===== src/cies_cfg.svh =====
`ifndef CIES_CFG_SVH
`define CIES_CFG_SVH
// Instruction encodings (12-bit word)
`define CIES_NOP 12'h000
`define CIES_OPTION 12'h002
`define CIES_SLEEP 12'h003
`define CIES_MASK_LIT 12'hf00
`define CIES_LDLIT 12'hc00
`define CIES_RETLIT 12'h800
`define CIES_MASK_FD 12'hfc0
`define CIES_SUB 12'h080
`define CIES_RLC 12'h340
// Operand fields
`define CIES_LIT_HI 7
`define CIES_DEST_BIT 5
`define CIES_FADDR_HI 4
// Widths and reset values
`define CIES_PC_W 11
`define CIES_ACC_RST 8'h00
`define CIES_OPT_RST 8'hff
`define CIES_PC_RST 11'h000
`define CIES_ONE_PC 11'h001
`define CIES_WDT_ZERO 8'h00
`define CIES_NIB 4
`endif


===== src/cies_pkg.sv =====
package cies_pkg;
  // Decoded operation class
  typedef enum logic [6:0] {
    CIES_OP_NOP = 7'h01,
    CIES_OP_LDLIT = 7'h02,
    CIES_OP_OPT = 7'h04,
    CIES_OP_RET = 7'h08,
    CIES_OP_SLP = 7'h10,
    CIES_OP_RLC = 7'h20,
    CIES_OP_SUB = 7'h40
  } cies_op_t;
  // Core sequencing states
  typedef enum logic [2:0] {
    CIES_RUN = 3'h1,
    CIES_FLUSH = 3'h2,
    CIES_SLEEP = 3'h4
  } cies_state_t;
endpackage


===== src/cies_dec_if.sv =====
`timescale 1ns/1ps
// Decoded instruction fields passed from decoder to core
interface cies_dec_if;
  import cies_pkg::*;
  cies_op_t op;
  logic [7:0] lit;
  logic [4:0] faddr;
  logic dest;
  modport dec (output op, lit, faddr, dest);
  modport core (input op, lit, faddr, dest);
endinterface


===== src/cies_decoder.sv =====
`timescale 1ns/1ps
`include "cies_cfg.svh"
// Combinational decode of the instruction word
module cies_decoder
  import cies_pkg::*;
(
  // Instruction word
  input wire logic [11:0] instr_i,
  // Decoded fields
  cies_dec_if.dec dec
);
  // ****************************************
  // Decode
  // ****************************************
  always_comb
  begin
    dec.lit = instr_i[`CIES_LIT_HI:0];
    dec.faddr = instr_i[`CIES_FADDR_HI:0];
    dec.dest = instr_i[`CIES_DEST_BIT];
    if ((instr_i & `CIES_MASK_LIT) == `CIES_LDLIT)
      dec.op = CIES_OP_LDLIT;
    else if ((instr_i & `CIES_MASK_LIT) == `CIES_RETLIT)
      dec.op = CIES_OP_RET;
    else if ((instr_i & `CIES_MASK_FD) == `CIES_SUB)
      dec.op = CIES_OP_SUB;
    else if ((instr_i & `CIES_MASK_FD) == `CIES_RLC)
      dec.op = CIES_OP_RLC;
    else if (instr_i == `CIES_OPTION)
      dec.op = CIES_OP_OPT;
    else if (instr_i == `CIES_SLEEP)
      dec.op = CIES_OP_SLP;
    else
      dec.op = CIES_OP_NOP; // Unknown words act as no-operation
  end
endmodule // cies_decoder


===== src/cies_alu.sv =====
`timescale 1ns/1ps
`include "cies_cfg.svh"
// Rotate-left-through-carry and subtract datapath
module cies_alu
  import cies_pkg::*;
(
  // Operands
  input wire logic [7:0] file_i,
  input wire logic [7:0] acc_i,
  input wire logic carry_i,
  // Results
  output logic [7:0] rot_o,
  output logic rot_c_o,
  output logic [7:0] sub_o,
  output logic sub_c_o,
  output logic sub_dc_o,
  output logic sub_z_o
);
  logic [8:0] diff; // Sum with inverted accumulator
  logic [4:0] ndiff; // Low nibble sum
  // ****************************************
  // Arithmetic
  // ****************************************
  always_comb
  begin
    rot_o = {file_i[6:0], carry_i}; // RULE_08
    rot_c_o = file_i[7]; // RULE_08
    diff = {1'b0, file_i} + {1'b0, ~acc_i} + 9'h001; // RULE_09
    ndiff = {1'b0, file_i[`CIES_NIB-1:0]} + {1'b0, ~acc_i[`CIES_NIB-1:0]} + 5'h01;
    sub_o = diff[7:0];
    sub_c_o = diff[8]; // RULE_09
    sub_dc_o = ndiff[`CIES_NIB]; // RULE_09
    sub_z_o = (diff[7:0] == 8'h00); // RULE_09
  end
endmodule // cies_alu


===== src/cies_core.sv =====
// The address map and the strobed register port were chosen for this implementation.
`timescale 1ns/1ps
`include "cies_cfg.svh"
// Operation
// [RULE_01] Load literal into accumulator, flags kept
// [RULE_02] Copy accumulator into option register
// [RULE_03] Return: literal to accumulator, pop stack
// [RULE_04] Return takes two cycles, flush fetched
// [RULE_05] Sleep clears watchdog and its prescaler
// [RULE_06] Sleep sets expiry, clears powerdown flag
// [RULE_07] Sleep halts until a wake event
// [RULE_08] Rotate file left through carry only
// [RULE_09] Subtract accumulator from file, set C/DC/Z
// [RULE_10] Destination bit picks accumulator or file
// [RULE_11] No-operation changes only the program counter
module cies_core
  import cies_pkg::*;
(
  // Clock and reset
  input wire logic clk_i,
  input wire logic rst_i,
  // Instruction fetch
  input wire logic [11:0] instr_i,
  output logic [`CIES_PC_W-1:0] pc_o,
  output logic exec_o,
  // Call stack
  input wire logic [`CIES_PC_W-1:0] stack_top_i,
  output logic stack_pop_o,
  // File register port
  input wire logic [7:0] file_rdata_i,
  output logic [4:0] file_addr_o,
  output logic [7:0] file_wdata_o,
  output logic file_we_o,
  // Core state
  output logic [7:0] acc_o,
  output logic [7:0] option_o,
  output logic carry_flag_o,
  output logic digit_carry_flag_o,
  output logic zero_flag_o,
  output logic watchdog_expiry_flag_n_o,
  output logic powerdown_flag_n_o,
  input wire logic pin_change_wake_flag_i,
  output logic pin_change_wake_flag_o,
  // Watchdog
  output logic watchdog_clear_o,
  output logic sleeping_o,
  // Wake-up pin
  input wire logic wake_i
);
  // Decoded fields
  cies_dec_if dec_if ();
  // Datapath results
  logic [7:0] rot_res;
  logic rot_c;
  logic [7:0] sub_res;
  logic sub_c;
  logic sub_dc;
  logic sub_z;
  // State registers
  cies_state_t state_q, state_d;
  logic [`CIES_PC_W-1:0] pc_q, pc_d;
  logic [7:0] acc_q, acc_d;
  logic [7:0] opt_q, opt_d;
  logic c_q, c_d;
  logic dc_q, dc_d;
  logic z_q, z_d;
  logic to_n_q, to_n_d;
  logic pd_n_q, pd_n_d;
  logic pcw_q, pcw_d;
  logic wclr_q, wclr_d;
  logic pop_q, pop_d;
  logic exec_q, exec_d;
  logic fwe_q, fwe_d;
  logic [4:0] faddr_q, faddr_d;
  logic [7:0] fdat_q, fdat_d;
  logic slp_q, slp_d; // Registered sleep indication
  // Wake synchroniser
  logic wake_s1_q, wake_s2_q;
  logic run_cycle;
  logic wb_hold; // Write-back owns the file port while the current word reads the file

  // ****************************************
  // Submodules
  // ****************************************
  cies_decoder u_dec (
    .instr_i(instr_i),
    .dec(dec_if.dec)
  );

  cies_alu u_alu (
    .file_i(file_rdata_i),
    .acc_i(acc_q),
    .carry_i(c_q),
    .rot_o(rot_res),
    .rot_c_o(rot_c),
    .sub_o(sub_res),
    .sub_c_o(sub_c),
    .sub_dc_o(sub_dc),
    .sub_z_o(sub_z)
  );

  // ****************************************
  // Wake pin synchroniser
  // ****************************************
  always_ff @(posedge clk_i)
  begin
    if (rst_i)
    begin
      wake_s1_q <= 1'b0;
      wake_s2_q <= 1'b0;
    end
    else
    begin
      wake_s1_q <= wake_i;
      wake_s2_q <= wake_s1_q;
    end
  end

  // A file read right behind a registered write-back must wait one cycle:
  // the single file port carries the write address while the strobe stands
  assign wb_hold = fwe_q && (dec_if.op == CIES_OP_RLC || dec_if.op == CIES_OP_SUB); // RULE_10
  assign run_cycle = (state_q == CIES_RUN) && !wb_hold;
  // Write-back address while the write strobe stands, else the read address
  assign file_addr_o = fwe_q ? faddr_q : dec_if.faddr; // RULE_10

  // ****************************************
  // Next-state logic
  // ****************************************
  always_comb
  begin
    state_d = state_q;
    pc_d = pc_q;
    acc_d = acc_q;
    opt_d = opt_q;
    c_d = c_q;
    dc_d = dc_q;
    z_d = z_q;
    to_n_d = to_n_q;
    pd_n_d = pd_n_q;
    pcw_d = pin_change_wake_flag_i; // Wake flag tracked, never altered here
    wclr_d = 1'b0;
    pop_d = 1'b0;
    exec_d = 1'b0;
    fwe_d = 1'b0;
    faddr_d = faddr_q;
    fdat_d = fdat_q;
    case (state_q)
      CIES_RUN:
      begin
        exec_d = 1'b1;
        pc_d = pc_q + `CIES_ONE_PC; // RULE_11
        case (dec_if.op)
          CIES_OP_NOP:
          begin
            pc_d = pc_q + `CIES_ONE_PC; // RULE_11
          end
          CIES_OP_LDLIT:
          begin
            acc_d = dec_if.lit; // RULE_01
          end
          CIES_OP_OPT:
          begin
            opt_d = acc_q; // RULE_02
          end
          CIES_OP_RET:
          begin
            acc_d = dec_if.lit; // RULE_03
            pc_d = stack_top_i; // RULE_03
            pop_d = 1'b1; // RULE_03
            state_d = CIES_FLUSH; // RULE_04
          end
          CIES_OP_SLP:
          begin
            wclr_d = 1'b1; // RULE_05
            to_n_d = 1'b1; // RULE_06
            pd_n_d = 1'b0; // RULE_06
            pc_d = pc_q + `CIES_ONE_PC;
            state_d = CIES_SLEEP; // RULE_07
          end
          CIES_OP_RLC:
          begin
            c_d = rot_c; // RULE_08
            if (dec_if.dest) // RULE_10
            begin
              fwe_d = 1'b1;
              faddr_d = dec_if.faddr;
              fdat_d = rot_res;
            end
            else
              acc_d = rot_res; // RULE_10
          end
          CIES_OP_SUB:
          begin
            c_d = sub_c; // RULE_09
            dc_d = sub_dc; // RULE_09
            z_d = sub_z; // RULE_09
            if (dec_if.dest) // RULE_10
            begin
              fwe_d = 1'b1;
              faddr_d = dec_if.faddr;
              fdat_d = sub_res;
            end
            else
              acc_d = sub_res; // RULE_10
          end
          default:
          begin
            pc_d = pc_q + `CIES_ONE_PC;
          end
        endcase
      end
      CIES_FLUSH:
      begin
        // Discard the word fetched before the reload
        state_d = CIES_RUN; // RULE_04
      end
      CIES_SLEEP:
      begin
        // Nothing executes until a synchronised wake
        if (wake_s2_q) // RULE_07
          state_d = CIES_RUN;
      end
      default:
      begin
        state_d = CIES_RUN;
      end
    endcase
    // Hold back a file read while the write-back owns the port
    if (state_q == CIES_RUN && wb_hold) // RULE_10
    begin
      state_d = state_q;
      pc_d = pc_q;
      acc_d = acc_q;
      c_d = c_q;
      dc_d = dc_q;
      z_d = z_q;
      exec_d = 1'b0;
      fwe_d = 1'b0;
      faddr_d = faddr_q;
      fdat_d = fdat_q;
    end
    // Sleep output follows the next state so it stands with the state register
    slp_d = (state_d == CIES_SLEEP); // RULE_07
  end

  // ****************************************
  // State registers
  // ****************************************
  always_ff @(posedge clk_i)
  begin
    if (rst_i)
    begin
      state_q <= CIES_RUN;
      pc_q <= `CIES_PC_RST;
      acc_q <= `CIES_ACC_RST;
      opt_q <= `CIES_OPT_RST;
      c_q <= 1'b0;
      dc_q <= 1'b0;
      z_q <= 1'b0;
      to_n_q <= 1'b1;
      pd_n_q <= 1'b1;
      pcw_q <= 1'b0;
      slp_q <= 1'b0;
      wclr_q <= 1'b0;
      pop_q <= 1'b0;
      exec_q <= 1'b0;
      fwe_q <= 1'b0;
      faddr_q <= 5'h00;
      fdat_q <= 8'h00;
    end
    else
    begin
      state_q <= state_d;
      pc_q <= pc_d;
      acc_q <= acc_d;
      opt_q <= opt_d;
      c_q <= c_d;
      dc_q <= dc_d;
      z_q <= z_d;
      to_n_q <= to_n_d;
      pd_n_q <= pd_n_d;
      pcw_q <= pcw_d;
      slp_q <= slp_d;
      wclr_q <= wclr_d;
      pop_q <= pop_d;
      exec_q <= exec_d;
      fwe_q <= fwe_d;
      faddr_q <= faddr_d;
      fdat_q <= fdat_d;
    end
  end

  // ****************************************
  // Outputs
  // ****************************************
  assign pc_o = pc_q;
  assign exec_o = exec_q;
  assign stack_pop_o = pop_q;
  assign file_wdata_o = fdat_q;
  assign file_we_o = fwe_q;
  assign acc_o = acc_q;
  assign option_o = opt_q;
  assign carry_flag_o = c_q;
  assign digit_carry_flag_o = dc_q;
  assign zero_flag_o = z_q;
  assign watchdog_expiry_flag_n_o = to_n_q;
  assign powerdown_flag_n_o = pd_n_q;
  assign pin_change_wake_flag_o = pcw_q;
  assign watchdog_clear_o = wclr_q;
  assign sleeping_o = slp_q;

  // ****************************************
  // Assertions
  // ****************************************
  a_ldlit_acc_load: assert property (@(posedge clk_i) disable iff (rst_i) // RULE_01
    run_cycle && dec_if.op == CIES_OP_LDLIT |=> acc_q == $past(instr_i[7:0]) && c_q == $past(c_q)
      && z_q == $past(z_q))
    else $error("load literal result wrong");
  a_opt_copy_acc: assert property (@(posedge clk_i) disable iff (rst_i) // RULE_02
    run_cycle && dec_if.op == CIES_OP_OPT |=> option_o == $past(acc_q) && dc_q == $past(dc_q))
    else $error("option load wrong");
  a_ret_pop_pc: assert property (@(posedge clk_i) disable iff (rst_i) // RULE_03
    run_cycle && dec_if.op == CIES_OP_RET |=> pc_q == $past(stack_top_i) && stack_pop_o
      && acc_q == $past(instr_i[7:0]))
    else $error("return literal wrong");
  a_ret_two_cycles: assert property (@(posedge clk_i) disable iff (rst_i) // RULE_04
    run_cycle && dec_if.op == CIES_OP_RET |=> !run_cycle ##1 run_cycle && !exec_o)
    else $error("return did not flush one cycle");
  a_sleep_wdt_clear: assert property (@(posedge clk_i) disable iff (rst_i) // RULE_05
    run_cycle && dec_if.op == CIES_OP_SLP |=> watchdog_clear_o ##1 !watchdog_clear_o)
    else $error("watchdog not cleared once");
  a_sleep_flags: assert property (@(posedge clk_i) disable iff (rst_i) // RULE_06
    run_cycle && dec_if.op == CIES_OP_SLP |=> watchdog_expiry_flag_n_o && !powerdown_flag_n_o)
    else $error("sleep flags wrong");
  a_sleep_halts: assert property (@(posedge clk_i) disable iff (rst_i) // RULE_07
    sleeping_o && !wake_s2_q |=> sleeping_o && $stable(pc_q) && $stable(acc_q))
    else $error("core ran while asleep");
  a_rot_result: assert property (@(posedge clk_i) disable iff (rst_i) // RULE_08
    run_cycle && dec_if.op == CIES_OP_RLC && !dec_if.dest |=>
      acc_q == {$past(file_rdata_i[6:0]), $past(c_q)} && c_q == $past(file_rdata_i[7]) && $stable(z_q))
    else $error("rotate result wrong");
  a_sub_result: assert property (@(posedge clk_i) disable iff (rst_i) // RULE_09
    run_cycle && dec_if.op == CIES_OP_SUB && !dec_if.dest |=>
      acc_q == 8'($past(file_rdata_i) - $past(acc_q)) && c_q == ($past(file_rdata_i) >= $past(acc_q))
      && z_q == (acc_q == 8'h00))
    else $error("subtract result wrong");
  a_dest_file: assert property (@(posedge clk_i) disable iff (rst_i) // RULE_10
    run_cycle && (dec_if.op == CIES_OP_SUB || dec_if.op == CIES_OP_RLC) |=>
      file_we_o == $past(dec_if.dest)
      && (!file_we_o || ($stable(acc_q) && file_addr_o == $past(dec_if.faddr))))
    else $error("destination select wrong");
  a_wb_hold_read: assert property (@(posedge clk_i) disable iff (rst_i) // RULE_10
    state_q == CIES_RUN && wb_hold |=> $stable(pc_q) && $stable(acc_q) && !exec_o && !file_we_o)
    else $error("file read not held behind write-back");
  a_nop_quiet: assert property (@(posedge clk_i) disable iff (rst_i) // RULE_11
    run_cycle && dec_if.op == CIES_OP_NOP |=> pc_q == $past(pc_q) + 11'h001 && $stable(acc_q)
      && !file_we_o && run_cycle)
    else $error("no-operation changed state");
endmodule // cies_core


===== config.mk =====
export PLATFORM = sky130hd
export DESIGN_NAME = cies_core
export DESIGN_NICKNAME = d
export VERILOG_FILES = /design/src/cies_pkg.sv /design/src/cies_dec_if.sv /design/src/cies_decoder.sv /design/src/cies_alu.sv /design/src/cies_core.sv
export VERILOG_INCLUDE_DIRS = /design/src
export SDC_FILE = /design/constraint.sdc
export NUM_CORES = 1
export LEC_CHECK = 0
export ABC_AREA = 1
export BUFFER_PORTS_ARGS = -buffer_cell sky130_fd_sc_hd__buf_4
export CAP_MARGIN = 10
export CORE_UTILIZATION = 53
export CTS_CLUSTER_DIAMETER = 30
export DETAILED_ROUTE_END_ITERATION = 7
export GPL_ROUTABILITY_DRIVEN = 0
export PLACE_DENSITY = 0.86
export SYNTH_ARGS = -nofsm -noshare
export SYNTH_HDL_FRONTEND = slang
export SYNTH_SLANG_ARGS = --single-unit

===== constraint.sdc =====
create_clock -name clk_i -period 2.2 [get_ports clk_i]
set_input_delay 0.44 -clock clk_i [delete_from_list [all_inputs] [get_ports clk_i]]
set_output_delay 0.44 -clock clk_i [all_outputs]
set_load 0.02 [all_outputs]

==> results.json, run 1 <==
{
  "drv_slew": 0,
  "whs_path_depth": 3,
  "area_growth_pct": 25.0,
  "die_area_mm2": 0.00630,
  "synth_warnings": 0,
  "port-buffer-count": 84,
  "die_h_um": 79.4,
  "reg2reg_depth": 11,
  "ios": 86,
  "grt_pass1_vias": 3093,
  "cts_resized": 0,
  "cp.required_ps": 2460,
  "pre_cts_ws_ps": 144,
  "cts_sinks": 55,
  "post-cts-setup-buffers": 0,
  "final_cell_mix": "120 x nand2_1, 94 x buf_4, 62 x inv_1",
  "fmax_mhz": 535,
  "cp_slowest_cell": "fa_1",
  "r2r_start": "acc_o[0]$_SDFFE_PP0P_",
  "drv_cap": 0,
  "relSlewSlack_pct": 65.7,
  "min_to": "pin_change_wake_flag_o$_SDFF_PP0_",
  "clkTransAtPathRegs_ps": 100,
  "endpoint_kind": "flip-flop",
  "ys_seq_elements": 55,
  "p_sw_mw": 0.696,
  "setup_tns_ps": 0,
  "p_seq_share_pct": 48.6,
  "layout.nets": 609,
  "detail_route.wl_per_cell_um": 13.3,
  "drt_iter0_drc": 284,
  "max_stage_delay_ps": 390,
  "r2r_slack_ps": 330,
  "cts_made_buffers": 5,
  "dpl-instance-area_mm2": 0.00386,
  "diodes": 0,
  "comb_power_share_pct": 23.3,
  "start_util_pct": 56.3,
  "avgSynthCellArea_um2": 6.61,
  "setup_ws_ps": 332,
  "dpl.hpwl_um": 6660,
  "p_leak_nw": 2.10,
  "synth_ff_type": "dfxtp_1",
  "grt_max_degree": 19,
  "rsz0062_at_grt": "false",
  "internal-power_mw": 1.50,
  "cts_root_buffer": "clkbuf_8",
  "wl_um": 8470,
  "path_cells": "ha_1 -> fa_1 -> inv_1 -> nand2_1 -> nand2_1 -> nand2_1 -> nand2_1 -> nand2_1 -> o211ai_1 -> nor2_1 -> nor2_1",
  "synth_cells": 480,
  "final_common_cell": "nand2_1",
  "clock_latency_ps": 320,
  "status": "complete, no violations",
  "die_x_um": 79.4,
  "synth_edf_count": 0,
  "syn-cell-area_mm2": 0.00317,
  "antenna_left": 0,
  "clkPwrFrac_pct": 28.2,
  "grt_use_total_pct": 28.5,
  "finalCriticalPeriod_ps": 1870,
  "syn-num-nets": 525,
  "hold_path.class": "input pin to flip-flop",
  "post-route-drc-count": 0,
  "core_mm2": 0.00564,
  "overflow": 0,
  "setup_viol": 0,
  "worstPathArrival_ps": 2120,
  "fin_skew_ps": 10.9,
  "peakVddDrop_mv": 0.337,
  "rows": 27,
  "cts_hold_buf": 0,
  "hold_start": "pin_change_wake_flag_i",
  "clockBufferDepth": 2,
  "fin_util_pct": 70.3,
  "fin_area_mm2": 0.00397,
  "ys_types": 35,
  "yosysSeqAreaShare_pct": 34.7,
  "start_kind": "flip-flop",
  "cts_tree": "built",
  "critPathKind": "flip-flop to flip-flop",
  "critPathMaxFanout": 4,
  "hold_violations": 0,
  "ys_async_sr_fraction_pct": 0,
  "worstMarginPinSlew_ps": 514,
  "crit_top_cell": "nand2_1",
  "grt_antenna_before_repair": 0,
  "timing.rr.end": "acc_o[4]$_SDFFE_PP0P_",
  "htreeDepth": 2,
  "vias": 3388,
  "grt_pass1_wl_um": 14000,
  "drive_gt1_share_pct": 21.1,
  "fin_crit_sh_pct": 84.9,
  "fillers": 472,
  "swShare_pct": 31.7,
  "drt_pass1_iterations": 5,
  "drt-vias-per-instance": 5.32,
  "pwr_density_cell_mw_per_mm2": 554
}
-- worst max-delay path by stage --
stage	from	to	slack (ps)	cells past startpoint
2_1_floorplan	file_rdata_i[0]	acc_o[4]$_SDFFE_PP0P_	470	11
3_3_place_gp	file_rdata_i[0]	acc_o[4]$_SDFFE_PP0P_	160	13
3_5_place_dp	file_rdata_i[0]	acc_o[4]$_SDFFE_PP0P_	140	13
4_1_cts	acc_o[0]$_SDFFE_PP0P_	acc_o[4]$_SDFFE_PP0P_	370	11
5_1_grt	acc_o[2]$_SDFFE_PP0P_	acc_o[4]$_SDFFE_PP0P_	200	12
6_report	acc_o[0]$_SDFFE_PP0P_	acc_o[4]$_SDFFE_PP0P_	330	11
-- routing by layer --
metal / share of wire (%) / track usage (%)
met1: 45 / 36.6
met2: 46 / 47.1
met3: 7.0 / 6.06
met5: 0 / 0
met4: 2.0 / 10.0
-- worst max-delay path: cells and delay by family (launching register included) --
kind,cells,cell delay [ps]
simple gates,7,580
fa+ha+maj,2,610
compound gates,1,140
buf+inv,1,110
flops,1,370
-- cell families (layout without fill, tap and decap cells) --
kind of cell / after synthesis / in the layout / share of synthesized area (%)
and+or+nand+nor: 250 / 250 / 35.6
adders and majority gates: 10 / 10 / 4.18
AOI/OAI and AO/OA: 80 / 80 / 13.8
buffers and inverters: 82 / 167 / 11.1
other: 1 / 1 / 0.118
xor gates and xnor gates: 2 / 2 / 0.552
DFF: 55 / 55 / 34.7
-- cell usage after synthesis (all sizes together), types with 2 or more instances --
library cell | n | share of area, %
or2 | 2 | 0.39
o211a | 2 | 0.63
o211ai | 9 | 2.1
o21ai | 41 | 6.5
nand2 | 126 | 16
dfxtp | 55 | 35
nand4 | 8 | 1.8
nor2 | 63 | 8.7
ha | 9 | 3.5
buf | 10 | 2.5
nor3 | 7 | 1.5
nand3b | 2 | 0.47
nand3 | 41 | 6.5
inv | 65 | 7.8
clkbuf | 7 | 0.83
a21oi | 26 | 4.1
-- final cells by class --
type,count,area [um^2],area share (%)
Tap cell,72,90.1,2.27
Sequential cell,55,1100,27.8
Clock inverter,2,20.0,0.505
Multi-Input combinational cell,343,1720,43.4
Clock buffer,6,82.6,2.08
Timing Repair Buffer,94,706,17.8
Inverter,65,246,6.21
-- power groups by stage --
stage	sequential (mW)	combinational [mW]	clock, mW
2_1_floorplan	1.12	0.282	0
3_3_place_gp	1.09	0.488	0
3_5_place_dp	1.09	0.501	0
4_1_cts	1.07	0.506	0.624
5_1_grt	1.07	0.570	0.673
6_report	1.07	0.512	0.619
-- per-stage QoR --
| step | hold slack (ps) | instances | power [mW] |
|---|---|---|---|
| 5_1_grt | 307 | 637 | 2.32 |
| 3_3_place_gp | 393 | 629 | 1.58 |
| 4_1_cts | 316 | 637 | 2.20 |
| 6_report | 314 | 637 | 2.20 |
| 2_1_floorplan | 388 | 480 | 1.40 |
| 3_5_place_dp | 393 | 629 | 1.59 |
-- registers in the layout (all words and copies together), names as in the netlist, 3 cells and up --
register / flops
pc_o: 11
acc_o: 8
file_wdata_o: 8
option_o: 8
faddr_q: 5
state_q: 3
Power figures use the tool's default switching activity.
==> inputs of run 2 (changes only) <==
Settings changed: CORE_UTILIZATION 53 to 48, PLACE_DENSITY 0.86 to 0.82.
Clock period 2.2 ns to 1.6 ns, I/O delays scaled along.
==> run 2 against run 1 <==
Critical path depth unchanged. Worst hold slack worse by 110 ps. Maximum frequency up 10%. The run now ends with negative setup slack left. Core utilization up 2.8 points. Via count up 11%. Final cell count up 8.0%. Power up 56%. Combinational power up 90%. Non-clock buffer count up 46. First-iteration DRC count up 52%. Largest cell class unchanged.
==> results.json, run 2 (synthesis gave the netlist of run 1 again) <==
{
  "status": "complete, but fails checks",
  "violations": "negative setup slack",
  "fin_cells": 688,
  "peakVddDrop_mv": 0.508,
  "fin_crit_sh_pct": 106,
  "p_sw_mw": 1.10,
  "cts_sinks": 55,
  "vias": 3760,
  "cts_root_buffer": "clkbuf_8",
  "layout.nets": 655,
  "post-route-drc-count": 0,
  "grt_pass1_wl_um": 15300,
  "drt_iter0_drc": 432,
  "start_util_pct": 50.0,
  "critPathMaxFanout": 4,
  "drv_slew": 0,
  "endpoint_kind": "flip-flop",
  "overflow": 0,
  "worstPathArrival_ps": 1920,
  "finalCriticalPeriod_ps": 1690,
  "fin_area_mm2": 0.00464,
  "ios": 86,
  "dpl.hpwl_um": 7100,
  "drv_cap": 0,
  "largest_register_ffs": 11,
  "antenna_left": 0,
  "p_seq_share_pct": 43.0,
  "critPathKind": "flip-flop to flip-flop",
  "fillers": 451,
  "cp.required_ps": 1830,
  "area_growth_pct": 46.2,
  "cts_made_buffers": 5,
  "diodes": 0,
  "setup_ws_ps": -91.7,
  "grt_pass1_vias": 3405,
  "multiInputGateArea_mm2": 0.00199,
  "core_mm2": 0.00635,
  "hold_slack_ps": 200,
  "cts_hold_buf": 0,
  "clkTransAtPathRegs_ps": 110,
  "start_kind": "flip-flop",
  "drt_pass1_iterations": 5,
  "drt-vias-per-instance": 5.47,
  "die_area_mm2": 0.00694,
  "grt_antenna_before_repair": 0,
  "wl_um": 10400,
  "fin_skew_ps": 16.5,
  "setup_viol": 7,
  "clock_latency_ps": 320,
  "pwr_density_cell_mw_per_mm2": 737,
  "cts_tree": "built",
  "comb_power_share_pct": 28.4,
  "detail_route.wl_per_cell_um": 15.2,
  "clkPwrFrac_pct": 28.6,
  "grt_use_total_pct": 27.1,
  "rsz0062_at_grt": "true",
  "final_cell_mix": "139 x buf_4, 101 x nand2_1, 56 x inv_1",
  "dpl-instance-area_mm2": 0.00422,
  "grt_max_degree": 19,
  "hold_violations": 0,
  "drive_gt1_share_pct": 38.3,
  "swShare_pct": 32.2,
  "clockBufferDepth": 2,
  "rows": 29,
  "p_leak_nw": 2.37,
  "htreeDepth": 2,
  "fmax_mhz": 591,
  "port-buffer-count": 84,
  "final_common_cell": "buf_4",
  "hold_path.class": "input pin to flip-flop",
  "die_x_um": 83.3,
  "dp_cells": 678,
  "regArea_mm2": 0.00112,
  "die_h_um": 83.3,
  "internal-power_mw": 2.32
}
-- run 2: changes by cell type in the layout (fill, tap and decap cells not counted), sizes merged --
cell,before,now
clkbuf,6,5
buf,94,140
bufinv,0,1
-- run 2: layout make-up --
type | instances | area share (%)
clock inverters | 3 | 1.02
multi-input cells | 343 | 42.9
flip-flops and latches | 55 | 24.2
well taps | 77 | 2.08
inverters | 65 | 5.37
clock buffers | 5 | 1.48
repair buffers | 140 | 22.9
-- run 2: path summary, 6_finish.rpt --
path	slack, ps	endpoint	start	depth (start not counted)
min	200	wake_s1_q$_SDFF_PP0_	wake_i	3
max	-90	acc_o[4]$_SDFFE_PP0P_	acc_o[3]$_SDFFE_PP0P_	11
max reg2reg	-90	acc_o[4]$_SDFFE_PP0P_	acc_o[3]$_SDFFE_PP0P_	11
min reg2reg	430	wake_s2_q$_SDFF_PP0_	wake_s1_q$_SDFF_PP0_	2
-- run 2: repair_timing --
action / CTS / global route
pin swaps: 3 / 23
resized for setup: 13 / 70
setup endpoints to repair: 14 / 31
setup buffers: 1 / 1
-- run 2: critical path, stage by stage (launching register included) --
cell and delay, ps:
dfxtp_2 360, inv_1 80, ha_4 310, nand2_1 70
inv_1 140, nand2_4 80, nand3_1 80, nand2_2 70
nand2_2 70, o211ai_1 100, nor2_1 160, nor2_1 60
-- run 2: power groups by stage --
stage                     sequential, mW  combinational (mW)  clock [mW]
final                               1.47               0.972       0.977
after global routing                1.48                1.03        1.03
after CTS                           1.47               0.822       0.968
after detailed placement            1.50               0.783           0
after global placement              1.50               0.760           0
after floorplan                     1.55               0.389           0
-- run 2: layer usage --
layer  global-route usage [%]  up-vias  share of wire [%]
met3                     4.67       44                7.3
li1                         -     1804                  -
met1                     34.9     1716                 42
met2                     45.8      196                 48
met5                        0        -                  0
met4                     9.09        0                2.9
-- run 2: stage by stage --
stage / power (mW) / worst slack, ps / setup TNS [ps] / util [%]
2_1_floorplan: 1.93 / -4.48 / -8.40 / -
3_3_place_gp: 2.26 / -170 / -4340 / 66.5
3_5_place_dp: 2.28 / -224 / -5740 / 66.5
4_1_cts: 3.26 / -75.9 / -75.9 / 69.5
5_1_grt: 3.54 / -185 / -987 / 73.1
6_report: 3.42 / -91.7 / -404 / 73.1
